## src/rtl/cpm_pkg.sv

```systemverilog
// constants for the clock and power manager block
// assumes a byte-wide special-register port driven by the cpu core
package cpm_pkg;
    // ----------------------------------------
    // register map
    // ----------------------------------------
    localparam logic [7:0] CPM_SPEED_ADDR = 8'h8F;
    localparam logic [7:0] CPM_POWER_ADDR = 8'h87;
    localparam logic [7:0] CPM_SPEED_RST  = 8'h00;
    localparam logic [7:0] CPM_POWER_RST  = 8'h10;
    // ----------------------------------------
    // field positions
    // ----------------------------------------
    localparam int CPM_DBL_BIT  = 0;
    localparam int CPM_IDLE_BIT = 0;
    localparam int CPM_PD_BIT   = 1;
    localparam int CPM_RSV_BIT  = 5;
    localparam int CPM_NUM_PER  = 7;
    // ----------------------------------------
    // cycle counts, in oscillator periods; CPM_WARM_MC in machine cycles
    // ----------------------------------------
    localparam int CPM_STD_PERIODS  = 12;
    localparam int CPM_DBL_PERIODS  = 6;
    localparam int CPM_WARM_MC      = 2;
    localparam int CPM_WARM_PERIODS = CPM_WARM_MC * CPM_STD_PERIODS;
    localparam logic [3:0] CPM_PH_LAST = 4'(CPM_STD_PERIODS - 1);
    localparam logic [3:0] CPM_PH_HALF = 4'(CPM_DBL_PERIODS - 1);
    localparam logic [4:0] CPM_WARM_LAST = 5'(CPM_WARM_PERIODS - 1);
    // ----------------------------------------
    // operating states, gray along run-idle-pdown-warm
    // ----------------------------------------
    typedef enum logic [1:0] {
        CPM_RUN   = 2'h0,
        CPM_IDLE  = 2'h1,
        CPM_PDOWN = 2'h3,
        CPM_WARM  = 2'h2
    } cpm_state_t;
endpackage

```

## src/rtl/cpm_clock_power_manager.sv

```systemverilog
// clock speed selection and power reduction control
// assumes clk_i is the crystal input and cpu side signals are synchronous to it
//
// What this block does
// - speed bit clear gives 12 periods per cycle; set gives cpu 6 periods
// - peripheral speed bit clear selects 6 periods, set selects 12 periods
// - peripheral speed bits are ignored while double speed is off
// - speed select register reads zero after reset
// - internal reset requests act like a reset pin reset
// - idle stops cpu clock, peripherals keep running, state kept
// - idle request takes effect when the writing instruction completes
// - idle and powerdown together enter powerdown, no idle afterwards
// - enabled interrupt in idle clears idle request and restarts cpu
// - reset pin high clears idle request at once and restarts cpu
// - reset completion reinitialises state and fetches from address zero
// - between reset pin and internal reset, ram access is blocked
// - converter idle start lets conversion completion end idle
// - powerdown stops oscillator and every clock, state kept
// - powerdown request takes effect when the writing instruction completes
// - power control holds idle at bit 0, powerdown at bit 1
// - standard mode halves crystal before phase generator; double bypasses
// - double speed change lands only at a divided clock rising edge
module cpm_clock_power_manager
    import cpm_pkg::*;
(
    // clock and power-on reset
    input  wire logic                   clk_i,
    input  wire logic                   rstn_i,
    // reset sources
    input  wire logic                   rst_pin_i,
    input  wire logic                   int_rst_i,
    // special register port
    input  wire logic                   sfr_wr_i,
    input  wire logic                   sfr_rd_i,
    input  wire logic [7:0]             sfr_addr_i,
    input  wire logic [7:0]             sfr_wdata_i,
    output logic      [7:0]             sfr_rdata_o,
    // cpu and wake events
    input  wire logic                   instr_done_i,
    input  wire logic                   irq_i,
    input  wire logic                   adc_idle_start_i,
    input  wire logic                   adc_done_i,
    // clock enables and status
    output logic                        cpu_ce_o,
    output logic [cpm_pkg::CPM_NUM_PER-1:0] per_ce_o,
    output logic                        phase_en_o,
    output logic                        osc_run_o,
    output logic                        core_rst_o,
    output logic                        fetch_zero_o,
    output logic                        ram_block_o,
    output logic                        idle_o,
    output logic                        pdown_o
);
    import cpm_pkg::*;

    cpm_state_t state_r;
    logic [7:0] speed_r;
    logic [7:0] power_r;
    logic       x2_eff_r;
    logic       div2_r;
    logic [3:0] phase_r;
    logic [4:0] rst_cnt_r;
    logic       adc_wake_r;
    logic       fetch_r;
    logic       warm_req;
    logic       wake_pin;
    logic       osc_on;
    logic       tick_full;
    logic       tick_half;
    logic       wr_speed;
    logic       wr_power;

    assign wr_speed = sfr_wr_i && (sfr_addr_i == CPM_SPEED_ADDR);
    assign wr_power = sfr_wr_i && (sfr_addr_i == CPM_POWER_ADDR);

    // ----------------------------------------
    // reset handling
    // ----------------------------------------
    // the pin wakes clocks in the same cycle, before the warm reset lands
    assign wake_pin = rst_pin_i && (state_r != CPM_WARM);
    assign warm_req = int_rst_i || (rst_pin_i && rst_cnt_r == CPM_WARM_LAST);

    always_ff @(posedge clk_i or negedge rstn_i) begin
        if (!rstn_i) begin
            rst_cnt_r <= 5'h00;
        end else if (!rst_pin_i) begin
            rst_cnt_r <= 5'h00;
        end else if (rst_cnt_r != CPM_WARM_LAST) begin
            rst_cnt_r <= rst_cnt_r + 5'h01;
        end
    end

    // ----------------------------------------
    // operating state
    // ----------------------------------------
    always_ff @(posedge clk_i or negedge rstn_i) begin
        if (!rstn_i) begin
            state_r <= CPM_RUN;
        end else if (warm_req) begin
            state_r <= CPM_WARM;
        end else begin
            unique case (state_r)
                CPM_RUN: begin
                    if (instr_done_i && power_r[CPM_PD_BIT]) begin
                        state_r <= CPM_PDOWN;
                    end else if (instr_done_i && power_r[CPM_IDLE_BIT]) begin
                        state_r <= CPM_IDLE;
                    end
                end
                CPM_IDLE: begin
                    if (rst_pin_i || irq_i || (adc_wake_r && adc_done_i)) begin
                        state_r <= CPM_RUN;
                    end
                end
                CPM_PDOWN: begin
                    if (rst_pin_i) begin
                        state_r <= CPM_RUN;
                    end
                end
                CPM_WARM: begin
                    if (!rst_pin_i) begin
                        state_r <= CPM_RUN;
                    end
                end
            endcase
        end
    end

    // reset release points the core at code address zero
    always_ff @(posedge clk_i or negedge rstn_i) begin
        if (!rstn_i) begin
            fetch_r <= 1'b0;
        end else begin
            fetch_r <= (state_r == CPM_WARM) && !warm_req && !rst_pin_i;
        end
    end

    // converter idle start is latched at any time in run and held into idle
    always_ff @(posedge clk_i or negedge rstn_i) begin
        if (!rstn_i) begin
            adc_wake_r <= 1'b0;
        end else if (state_r != CPM_IDLE && state_r != CPM_RUN) begin
            adc_wake_r <= 1'b0;
        end else if (state_r == CPM_RUN && adc_idle_start_i) begin
            adc_wake_r <= 1'b1;
        end else if (state_r == CPM_IDLE && adc_done_i) begin
            adc_wake_r <= 1'b0;
        end
    end

    // ----------------------------------------
    // registers
    // ----------------------------------------
    always_ff @(posedge clk_i or negedge rstn_i) begin
        if (!rstn_i) begin
            speed_r <= CPM_SPEED_RST;
        end else if (state_r == CPM_WARM) begin
            speed_r <= CPM_SPEED_RST;
        end else if (wr_speed) begin
            speed_r <= sfr_wdata_i;
        end
    end

    // hardware clears win over a write: they are assigned after it in the same cycle
    always_ff @(posedge clk_i or negedge rstn_i) begin
        if (!rstn_i) begin
            power_r <= CPM_POWER_RST;
        end else begin
            if (wr_power) begin
                power_r <= sfr_wdata_i;
                power_r[CPM_RSV_BIT] <= 1'b0;
            end
            if (rst_pin_i || warm_req || state_r == CPM_WARM) begin
                power_r[CPM_IDLE_BIT] <= 1'b0;
                power_r[CPM_PD_BIT] <= 1'b0;
            end else if (state_r == CPM_IDLE && (irq_i || (adc_wake_r && adc_done_i))) begin
                power_r[CPM_IDLE_BIT] <= 1'b0;
            end else if (state_r == CPM_RUN && instr_done_i && power_r[CPM_PD_BIT]) begin
                power_r[CPM_IDLE_BIT] <= 1'b0;
            end
        end
    end

    always_ff @(posedge clk_i or negedge rstn_i) begin
        if (!rstn_i) begin
            sfr_rdata_o <= 8'h00;
        end else if (sfr_rd_i) begin
            unique case (sfr_addr_i)
                CPM_SPEED_ADDR: sfr_rdata_o <= speed_r;
                CPM_POWER_ADDR: sfr_rdata_o <= power_r;
                default:        sfr_rdata_o <= 8'h00;
            endcase
        end
    end

    // ----------------------------------------
    // clock generation
    // ----------------------------------------
    // the oscillator stops in powerdown; the reset pin restarts it at once
    assign osc_on = (state_r != CPM_PDOWN) || rst_pin_i;

    always_ff @(posedge clk_i or negedge rstn_i) begin
        if (!rstn_i) begin
            div2_r <= 1'b0;
        end else if (osc_on) begin
            div2_r <= ~div2_r;
        end
    end

    // sampled only just before the divided clock rises, so no short cycle
    always_ff @(posedge clk_i or negedge rstn_i) begin
        if (!rstn_i) begin
            x2_eff_r <= 1'b0;
        end else if (osc_on && !div2_r) begin
            x2_eff_r <= speed_r[CPM_DBL_BIT];
        end
    end

    always_ff @(posedge clk_i or negedge rstn_i) begin
        if (!rstn_i) begin
            phase_r <= 4'h0;
        end else if (osc_on) begin
            phase_r <= (phase_r == CPM_PH_LAST) ? 4'h0 : phase_r + 4'h1;
        end
    end

    assign tick_full = osc_on && (phase_r == CPM_PH_LAST);
    assign tick_half = osc_on && (phase_r == CPM_PH_HALF);
    assign phase_en_o = osc_on && (x2_eff_r || div2_r);

    // ----------------------------------------
    // clock enables
    // ----------------------------------------
    assign cpu_ce_o = (state_r == CPM_RUN || wake_pin)
                      && (tick_full || (x2_eff_r && tick_half));

    // a unit runs double only when double speed is on and its bit is clear
    genvar g;
    generate
        for (g = 0; g < CPM_NUM_PER; g++) begin : g_per
            assign per_ce_o[g] = tick_full
                || (tick_half && x2_eff_r && !speed_r[g+1]);
        end
    endgenerate

    assign osc_run_o    = osc_on;
    assign core_rst_o   = (state_r == CPM_WARM);
    assign fetch_zero_o = fetch_r;
    assign ram_block_o  = wake_pin;
    assign idle_o       = (state_r == CPM_IDLE);
    assign pdown_o      = (state_r == CPM_PDOWN);
endmodule

```

## config.mk

```make
export PLATFORM = sky130hd
export DESIGN_NAME = cpm_clock_power_manager
export DESIGN_NICKNAME = d
export VERILOG_FILES = /design/src/rtl/cpm_pkg.sv /design/src/rtl/cpm_clock_power_manager.sv
export SDC_FILE = /design/constraint.sdc
export NUM_CORES = 1
export LEC_CHECK = 0
export ABC_AREA = 1
export BUFFER_PORTS_ARGS = -buffer_cell sky130_fd_sc_hd__buf_4
export CORE_ASPECT_RATIO = 0.8
export CORE_MARGIN = 2
export CORE_UTILIZATION = 50
export DETAILED_ROUTE_END_ITERATION = 16
export GPL_TIMING_DRIVEN = 1
export HOLD_SLACK_MARGIN = 0.06
export PLACE_DENSITY = 0.77
export SETUP_SLACK_MARGIN = 0.2
export SLEW_MARGIN = 25
export SYNTH_ARGS = -nofsm -noshare
export SYNTH_HDL_FRONTEND = slang
export SYNTH_SLANG_ARGS = --single-unit
```

## constraint.sdc

```tcl
create_clock -name clk_i -period 1.4 [get_ports clk_i]
set_input_delay 0.21 -clock clk_i [delete_from_list [all_inputs] [get_ports clk_i]]
set_output_delay 0.21 -clock clk_i [all_outputs]
set_load 0.01 [all_outputs]
```

==> impl_metrics.tcl, run 1 <==
set metrics [dict create \
    postPlaceCellArea_um2 2460 \
    dp_hpwl_mm 3.63 \
    totalPowerFinal_mw 3.67 \
    yosysSeqAreaShare_pct 48.9 \
    finish.instance_area_um2 3100 \
    coreArea_um2 3780 \
    drt_iter0_markers 215 \
    worst_slew_pin_slew_ns 0.480 \
    final_common_cell "buf_4" \
    yosysWarningCount 0 \
    fp.dieW_um 73.8 \
    syn_to_final_growth_pct 59.1 \
    postLayoutCoreUtil_pct 82.0 \
    root_buffer "clkbuf_8" \
    die_y_um 59.8 \
    whs_ns 0.143 \
    htreeDepth 2 \
    finalCritPeriodShare_pct 124 \
    grt_usage_pct 27.7 \
    r2r-start "state_r[1]$_DFFE_PN0P_" \
    vias 2203 \
    final_cells 390 \
    netlist_top_cells_area "dfrtp_1, nand2_1, nand3_1" \
    syn-cell-area_um2 1950 \
    numPortBuffers 48 \
    rsz0062_at_grt "true" \
    drc 0 \
    hold_path.class "in -> reg" \
    finish.net_count 363 \
    drv_cap 0 \
    clock_sinks 38 \
    clk_latency_ns 0.29 \
    grt_start_max_net_pins 39 \
    setup_viol 24 \
    clk_pin_slew_ns 0.07 \
    p_sw_share_pct 36.7 \
    report.final.slew_viol_count 0 \
    avgSynthCellArea_um2 7.91 \
    antenna_left 0 \
    powerDensity_nw_per_um2 1190 \
    place_congestion 0.803 \
    slew_headroom_pct 68.0 \
    wire_per_inst_um 17.5 \
    place_inst 357 \
    critPathKind "reg -> out" \
    fp.dieArea_um2 4410 \
    ir_worst_vdd_mv 0.719 \
    syn_inst 246 \
    synth_fp_nets 275 \
    timing.final.hold_violations 0 \
    overflow 0 \
    final_cell_mix "buf_4, nand2_1, dfrtp_1" \
    viasPerCell 5.65 \
    layout_setup_ws_ns -0.339 \
    worstHoldPathCells 2 \
    p_switching_mw 1.35 \
    diodes 0 \
    yosysTopAreaCell "dfrtp_1" \
    numCtsBuffers 5 \
    antenna_found_initial 0 \
    ios 49 \
    totalWireLength_mm 6.81 \
    violations "negative setup slack" \
    status "complete, but fails checks" \
    cp_max_fo 8 \
    seq_power_share_pct 39.5 \
    r2r_slack_ns -0.21 \
    skew_ns 0.00561 \
    r2r-end "speed_r[2]$_DFFE_PN0P_" \
    critPathCaptureType "primary output" \
    cts_tree "done" \
    holdPathEnd "adc_wake_r$_DFFE_PN0P_" \
    intPower_mw 2.32 \
    cp.arrival_ns 1.53 \
    first_pass_iters 6 \
    grt_pass1_wl_mm 9.11 \
    p_comb_share_pct 40.5 \
    clk_path_buf_depth 2 \
    fin_tns_setup_ns -4.60 \
    max_freq_ghz 0.575 \
    ys_types 25 \
    required_ns 1.19 \
    drive_gt1_share_pct 48.1 \
    place_ws_ns -0.00801 \
    synth_top_area_share_pct 47.6 \
    power_frac_clock_pct 20.0 \
    initial_core_util_pct 51.5 \
    rows 20 \
    startpoint_type "register" \
    reg2regPathDepth 10 \
    p_leak_nw 1.53 \
    hp-start "adc_idle_start_i" \
    min_period_ns 1.74 \
    grt_pass1_vias 2002 \
    ys_ff_latch 38 \
]
## state kept, by name, summed over array words and instances (netlist names)
signal        cells
fetch_zero_o      1
x2_eff_r          1
speed_r           8
phase_r           4
state_r           2
sfr_rdata_o       8
rst_cnt_r         5
div2_r            1
power_r           7
adc_wake_r        1
## critical path: stages, from the launching register on
cell and delay (ns):
dfrtp_1 0.44, inv_1 0.10, ha_2 0.18, nand4_1 0.09, buf_6 0.16, o21ai_2 0.13
buf_4 0.14
## timing repair
item / CTS / global route
cloned: 1 / 0
setup buffers: 9 / 14
gates resized for setup: 53 / 58
endpoints found under the setup margin: 26 / 34
pin swaps: 11 / 18
hold endpoints to repair: 37 / 0
hold buffers: 1 / 0
## layer usage
layer,global-route usage (%),vias up,routed length [um]
met5,0,-,0
met4,12.5,0,217
met3,7.76,23,596
met2,43.6,136,3300
met1,35.8,1062,2700
li1,-,982,-
## cells by family after synthesis
family                   share of synthesized area, %
AND/OR/NAND/NOR                                  33.8
flip-flops                                       48.9
buffers and inverters                            6.88
AO/OA/AOI/OAI                                    8.03
adder cells (fa/ha/maj)                          1.93
XOR/XNOR                                        0.450
## cell usage after synthesis, drive strengths merged
cell and count:
inv 31, dfrtp 37, a32o 1, a31oi 7, o21ai 15, nand4 4, nand2 67, buf 2
dfstp 1, o31ai 1, ha 3, nor3 3, clkbuf 2, nand3 39, a21oi 4, xor2 1
nor2 28
## worst max path at each step
stage / from / to / slack (ns) / cells past startpoint
floorplan: state_r[0]$_DFFE_PN0P_ / per_ce_o[0] / 0.04 / 4
global placement: phase_r[1]$_DFFE_PN0N_ / cpu_ce_o / 0.04 / 6
detailed placement: phase_r[1]$_DFFE_PN0N_ / cpu_ce_o / -0.008 / 6
CTS: phase_r[1]$_DFFE_PN0N_ / cpu_ce_o / -0.26 / 6
global route: phase_r[1]$_DFFE_PN0N_ / per_ce_o[4] / -0.43 / 6
finish: phase_r[1]$_DFFE_PN0N_ / per_ce_o[4] / -0.34 / 6
## cell type report
class                           count  area (um2)
Multi-Input combinational cell    174        1120
Sequential cell                    38         955
Timing Repair Buffer               84         732
Fill cell                         219         681
Inverter                           31         144
Clock buffer                        6        72.6
Tap cell                           55        68.8
Clock inverter                      2        10.0
## power groups by stage
stage / logic (mW) / clock network, mW / registers (mW)
final: 1.49 / 0.735 / 1.45
after global routing: 1.60 / 0.774 / 1.46
after CTS: 1.11 / 0.725 / 1.41
after detailed placement: 0.908 / 0 / 1.42
after global placement: 0.869 / 0 / 1.41
after floorplan: 0.486 / 0 / 1.39
(Power assumes the default switching activity.)
==> inputs of run 2 (changes only) <==
--- a/config.mk
+++ b/config.mk
@@ -10,9 +10,9 @@
 export CORE_ASPECT_RATIO = 0.8
 export CORE_MARGIN = 2
-export CORE_UTILIZATION = 50
+export CORE_UTILIZATION = 40
 export DETAILED_ROUTE_END_ITERATION = 16
 export GPL_TIMING_DRIVEN = 1
 export HOLD_SLACK_MARGIN = 0.06
-export PLACE_DENSITY = 0.77
+export PLACE_DENSITY = 0.64
 export SETUP_SLACK_MARGIN = 0.2
 export SLEW_MARGIN = 25
==> constraint.sdc (replaced) <==
create_clock -name clk_i -period 1.4 [get_ports clk_i]
set_input_delay 0.14 -clock clk_i [delete_from_list [all_inputs] [get_ports clk_i]]
set_output_delay 0.14 -clock clk_i [all_outputs]
set_load 0.01 [all_outputs]
==> impl_metrics.tcl, run 2 (synthesis results as in run 1) <==
set metrics [dict create \
    status "complete, but fails checks" \
    violations "negative setup slack" \
    final_cells 395 \
    place_congestion 0.825 \
    met3_usage_pct 6.69 \
    first_pass_iters 6 \
    cp_top_family "flip-flops" \
    root_buffer "clkbuf_8" \
    antenna_found_initial 0 \
    reg_top3 "sfr_rdata_o x8, speed_r x8, power_r x7" \
    grt.busiest_layer "met2" \
    cp_max_fo 8 \
    initial_core_util_pct 42.1 \
    viasPerCell 5.04 \
    wire_per_inst_um 14.6 \
    worst_slew_pin_slew_ns 0.488 \
    cts_tree "done" \
    finish.net_count 363 \
    rsz0062_at_grt "true" \
    diodes 0 \
    use_met1_pct 31.3 \
    htreeDepth 2 \
    totalWireLength_mm 5.75 \
    final_cell_mix "nand2_1, buf_4, dfrtp_1" \
    layout_setup_ws_ns -0.254 \
    clk_path_buf_depth 2 \
    p_sw_share_pct 35.3 \
    overflow 0 \
    vias 1990 \
    grt_pass1_wl_mm 8.86 \
    postLayoutCoreUtil_pct 66.8 \
    report.final.slew_viol_count 0 \
    drv_cap 0 \
    p_comb_share_pct 37.2 \
    critPathKind "reg -> out" \
    setup_viol 21 \
    critPathSlowestCell "dfrtp_1" \
    finalCritPeriodShare_pct 118 \
    timing.final.hold_violations 0 \
    fp.dieW_um 82 \
    clk_latency_ns 0.30 \
    place_inst 360 \
    crit_chain "inv_1, ha_2, nand4_1, buf_6, o21ai_1, buf_4" \
    critPathCaptureType "primary output" \
    fin_tns_setup_ns -2.76 \
    intPower_mw 2.30 \
    die_y_um 66.4 \
    grt_start_max_net_pins 39 \
    regArea_um2 953 \
    drc 0 \
    drt_iter0_markers 81 \
    powerDensity_nw_per_um2 1150 \
    fp.dieArea_um2 5440 \
    slew_headroom_pct 67.5 \
    min_period_ns 1.65 \
    dp_hpwl_mm 3.61 \
    grt_pass1_vias 1834 \
    numPortBuffers 48 \
    numCtsBuffers 5 \
    max_freq_ghz 0.605 \
    coreArea_um2 4620 \
    drive_gt1_share_pct 45.4 \
    startpoint_type "register" \
    multi_input_area_um2 1090 \
    syn_to_final_growth_pct 58.6 \
    ir_worst_vdd_mv 0.579 \
    critical-path-max-stage-delay_ns 0.42 \
    grt_usage_pct 22.0 \
    antenna_left 0 \
    p_leak_nw 1.51 \
    path_buf_inv 3 \
    required_ns 1.26 \
    hold_path.class "in -> reg" \
    power_frac_clock_pct 23.0 \
    met2_usage_pct 31.7 \
    seq_power_share_pct 39.8 \
    ios 49 \
    cp.arrival_ns 1.51 \
    clk_pin_slew_ns 0.08 \
    rows 22 \
    clock_sinks 38 \
    p_switching_mw 1.26 \
    fillers 382 \
    skew_ns 0.00619 \
]
==> run 2: changes by cell type in the layout (fill, tap and decap cells not counted), moves of 2 or more <==
cell / before / now
buf_4: 62 / 55
buf_6: 17 / 23
dlygate4sd3_1: 1 / 6
nor2_2: 4 / 0
buf_8: 3 / 0
nand2_4: 4 / 1
nand3_2: 10 / 13
nand2_2: 9 / 11
nand3_1: 25 / 23
nor2_1: 15 / 17
nor2_4: 9 / 11
o21ai_2: 7 / 5
==> run 2: stage by stage <==
| stage | hold WS [ns] | power (mW) | area, um2 | setup WS, ns |
|---|---|---|---|---|
| 4_1_cts | 0.0628 | 3.36 | 2930 | -0.231 |
| 3_3_place_gp | 0.139 | 2.28 | 2450 | -0.00759 |
| 5_1_grt | 0.0764 | 3.76 | 3090 | -0.351 |
| 6_report | 0.0712 | 3.55 | 3090 | -0.254 |
| 2_1_floorplan | -0.156 | 1.87 | 1960 | 0.0894 |
| 3_5_place_dp | 0.136 | 2.31 | 2450 | -0.0869 |
==> run 2: worst min-delay path: stages <==
cell	delay, ns
buf_4	0.09
nand2_1	0.05
nand2_1	0.05
==> run 2: repair_timing <==
item / 4_1_cts / 5_1_grt
setup buffers: 15 / 5
endpoints found under the setup margin: 26 / 34
pin swaps: 23 / 14
hold buffers: 6 / 0
resized for setup: 61 / 41
gates cloned: 1 / 0
endpoints found under the hold margin: 42 / 0
==> run 2: path summary, 6_finish.rpt <==
| check | start | end | slack (ns) | depth (start not counted) |
|---|---|---|---|---|
| max | phase_r[1]$_DFFE_PN0N_ | per_ce_o[4] | -0.25 | 6 |
| min | sfr_wdata_i[2] | power_r[2]$_DFFE_PN0P_ | 0.07 | 3 |
| max reg2reg | state_r[1]$_DFFE_PN0P_ | power_r[0]$_DFFE_PN0P_ | -0.11 | 10 |
| min reg2reg | div2_r$_DFFE_PN0N_ | div2_r$_DFFE_PN0N_ | 0.48 | 2 |
| max in group asynchronous | rstn_i | power_r[4]$_DFFE_PN1P_ | 0.69 | 2 |
| min in group asynchronous | rstn_i | rst_cnt_r[0]$_DFFE_PN0N_ | 0.34 | 2 |
==> run 2: layout make-up <==
type                            count  area share [%]
Multi-Input combinational cell    174            35.3
Clock inverter                      2           0.405
Clock buffer                        6            2.67
Tap cell                           60            2.43
Inverter                           31            4.58
Timing Repair Buffer               84            23.7
Sequential cell                    38            30.9
==> run 2: routing by layer <==
metal  vias up  wire length (um)
li1        979                 -
met1       942              2630
met2        60              2700
met3         9               340
met4         0                82
met5         -                 0
==> run 2: power groups by stage <==
stage | clock (mW) | combinational, mW | sequential [mW]
2_1_floorplan | 0 | 0.484 | 1.39
3_3_place_gp | 0 | 0.875 | 1.41
3_5_place_dp | 0 | 0.891 | 1.41
4_1_cts | 0.824 | 1.14 | 1.40
5_1_grt | 0.877 | 1.45 | 1.44
6_report | 0.816 | 1.32 | 1.42
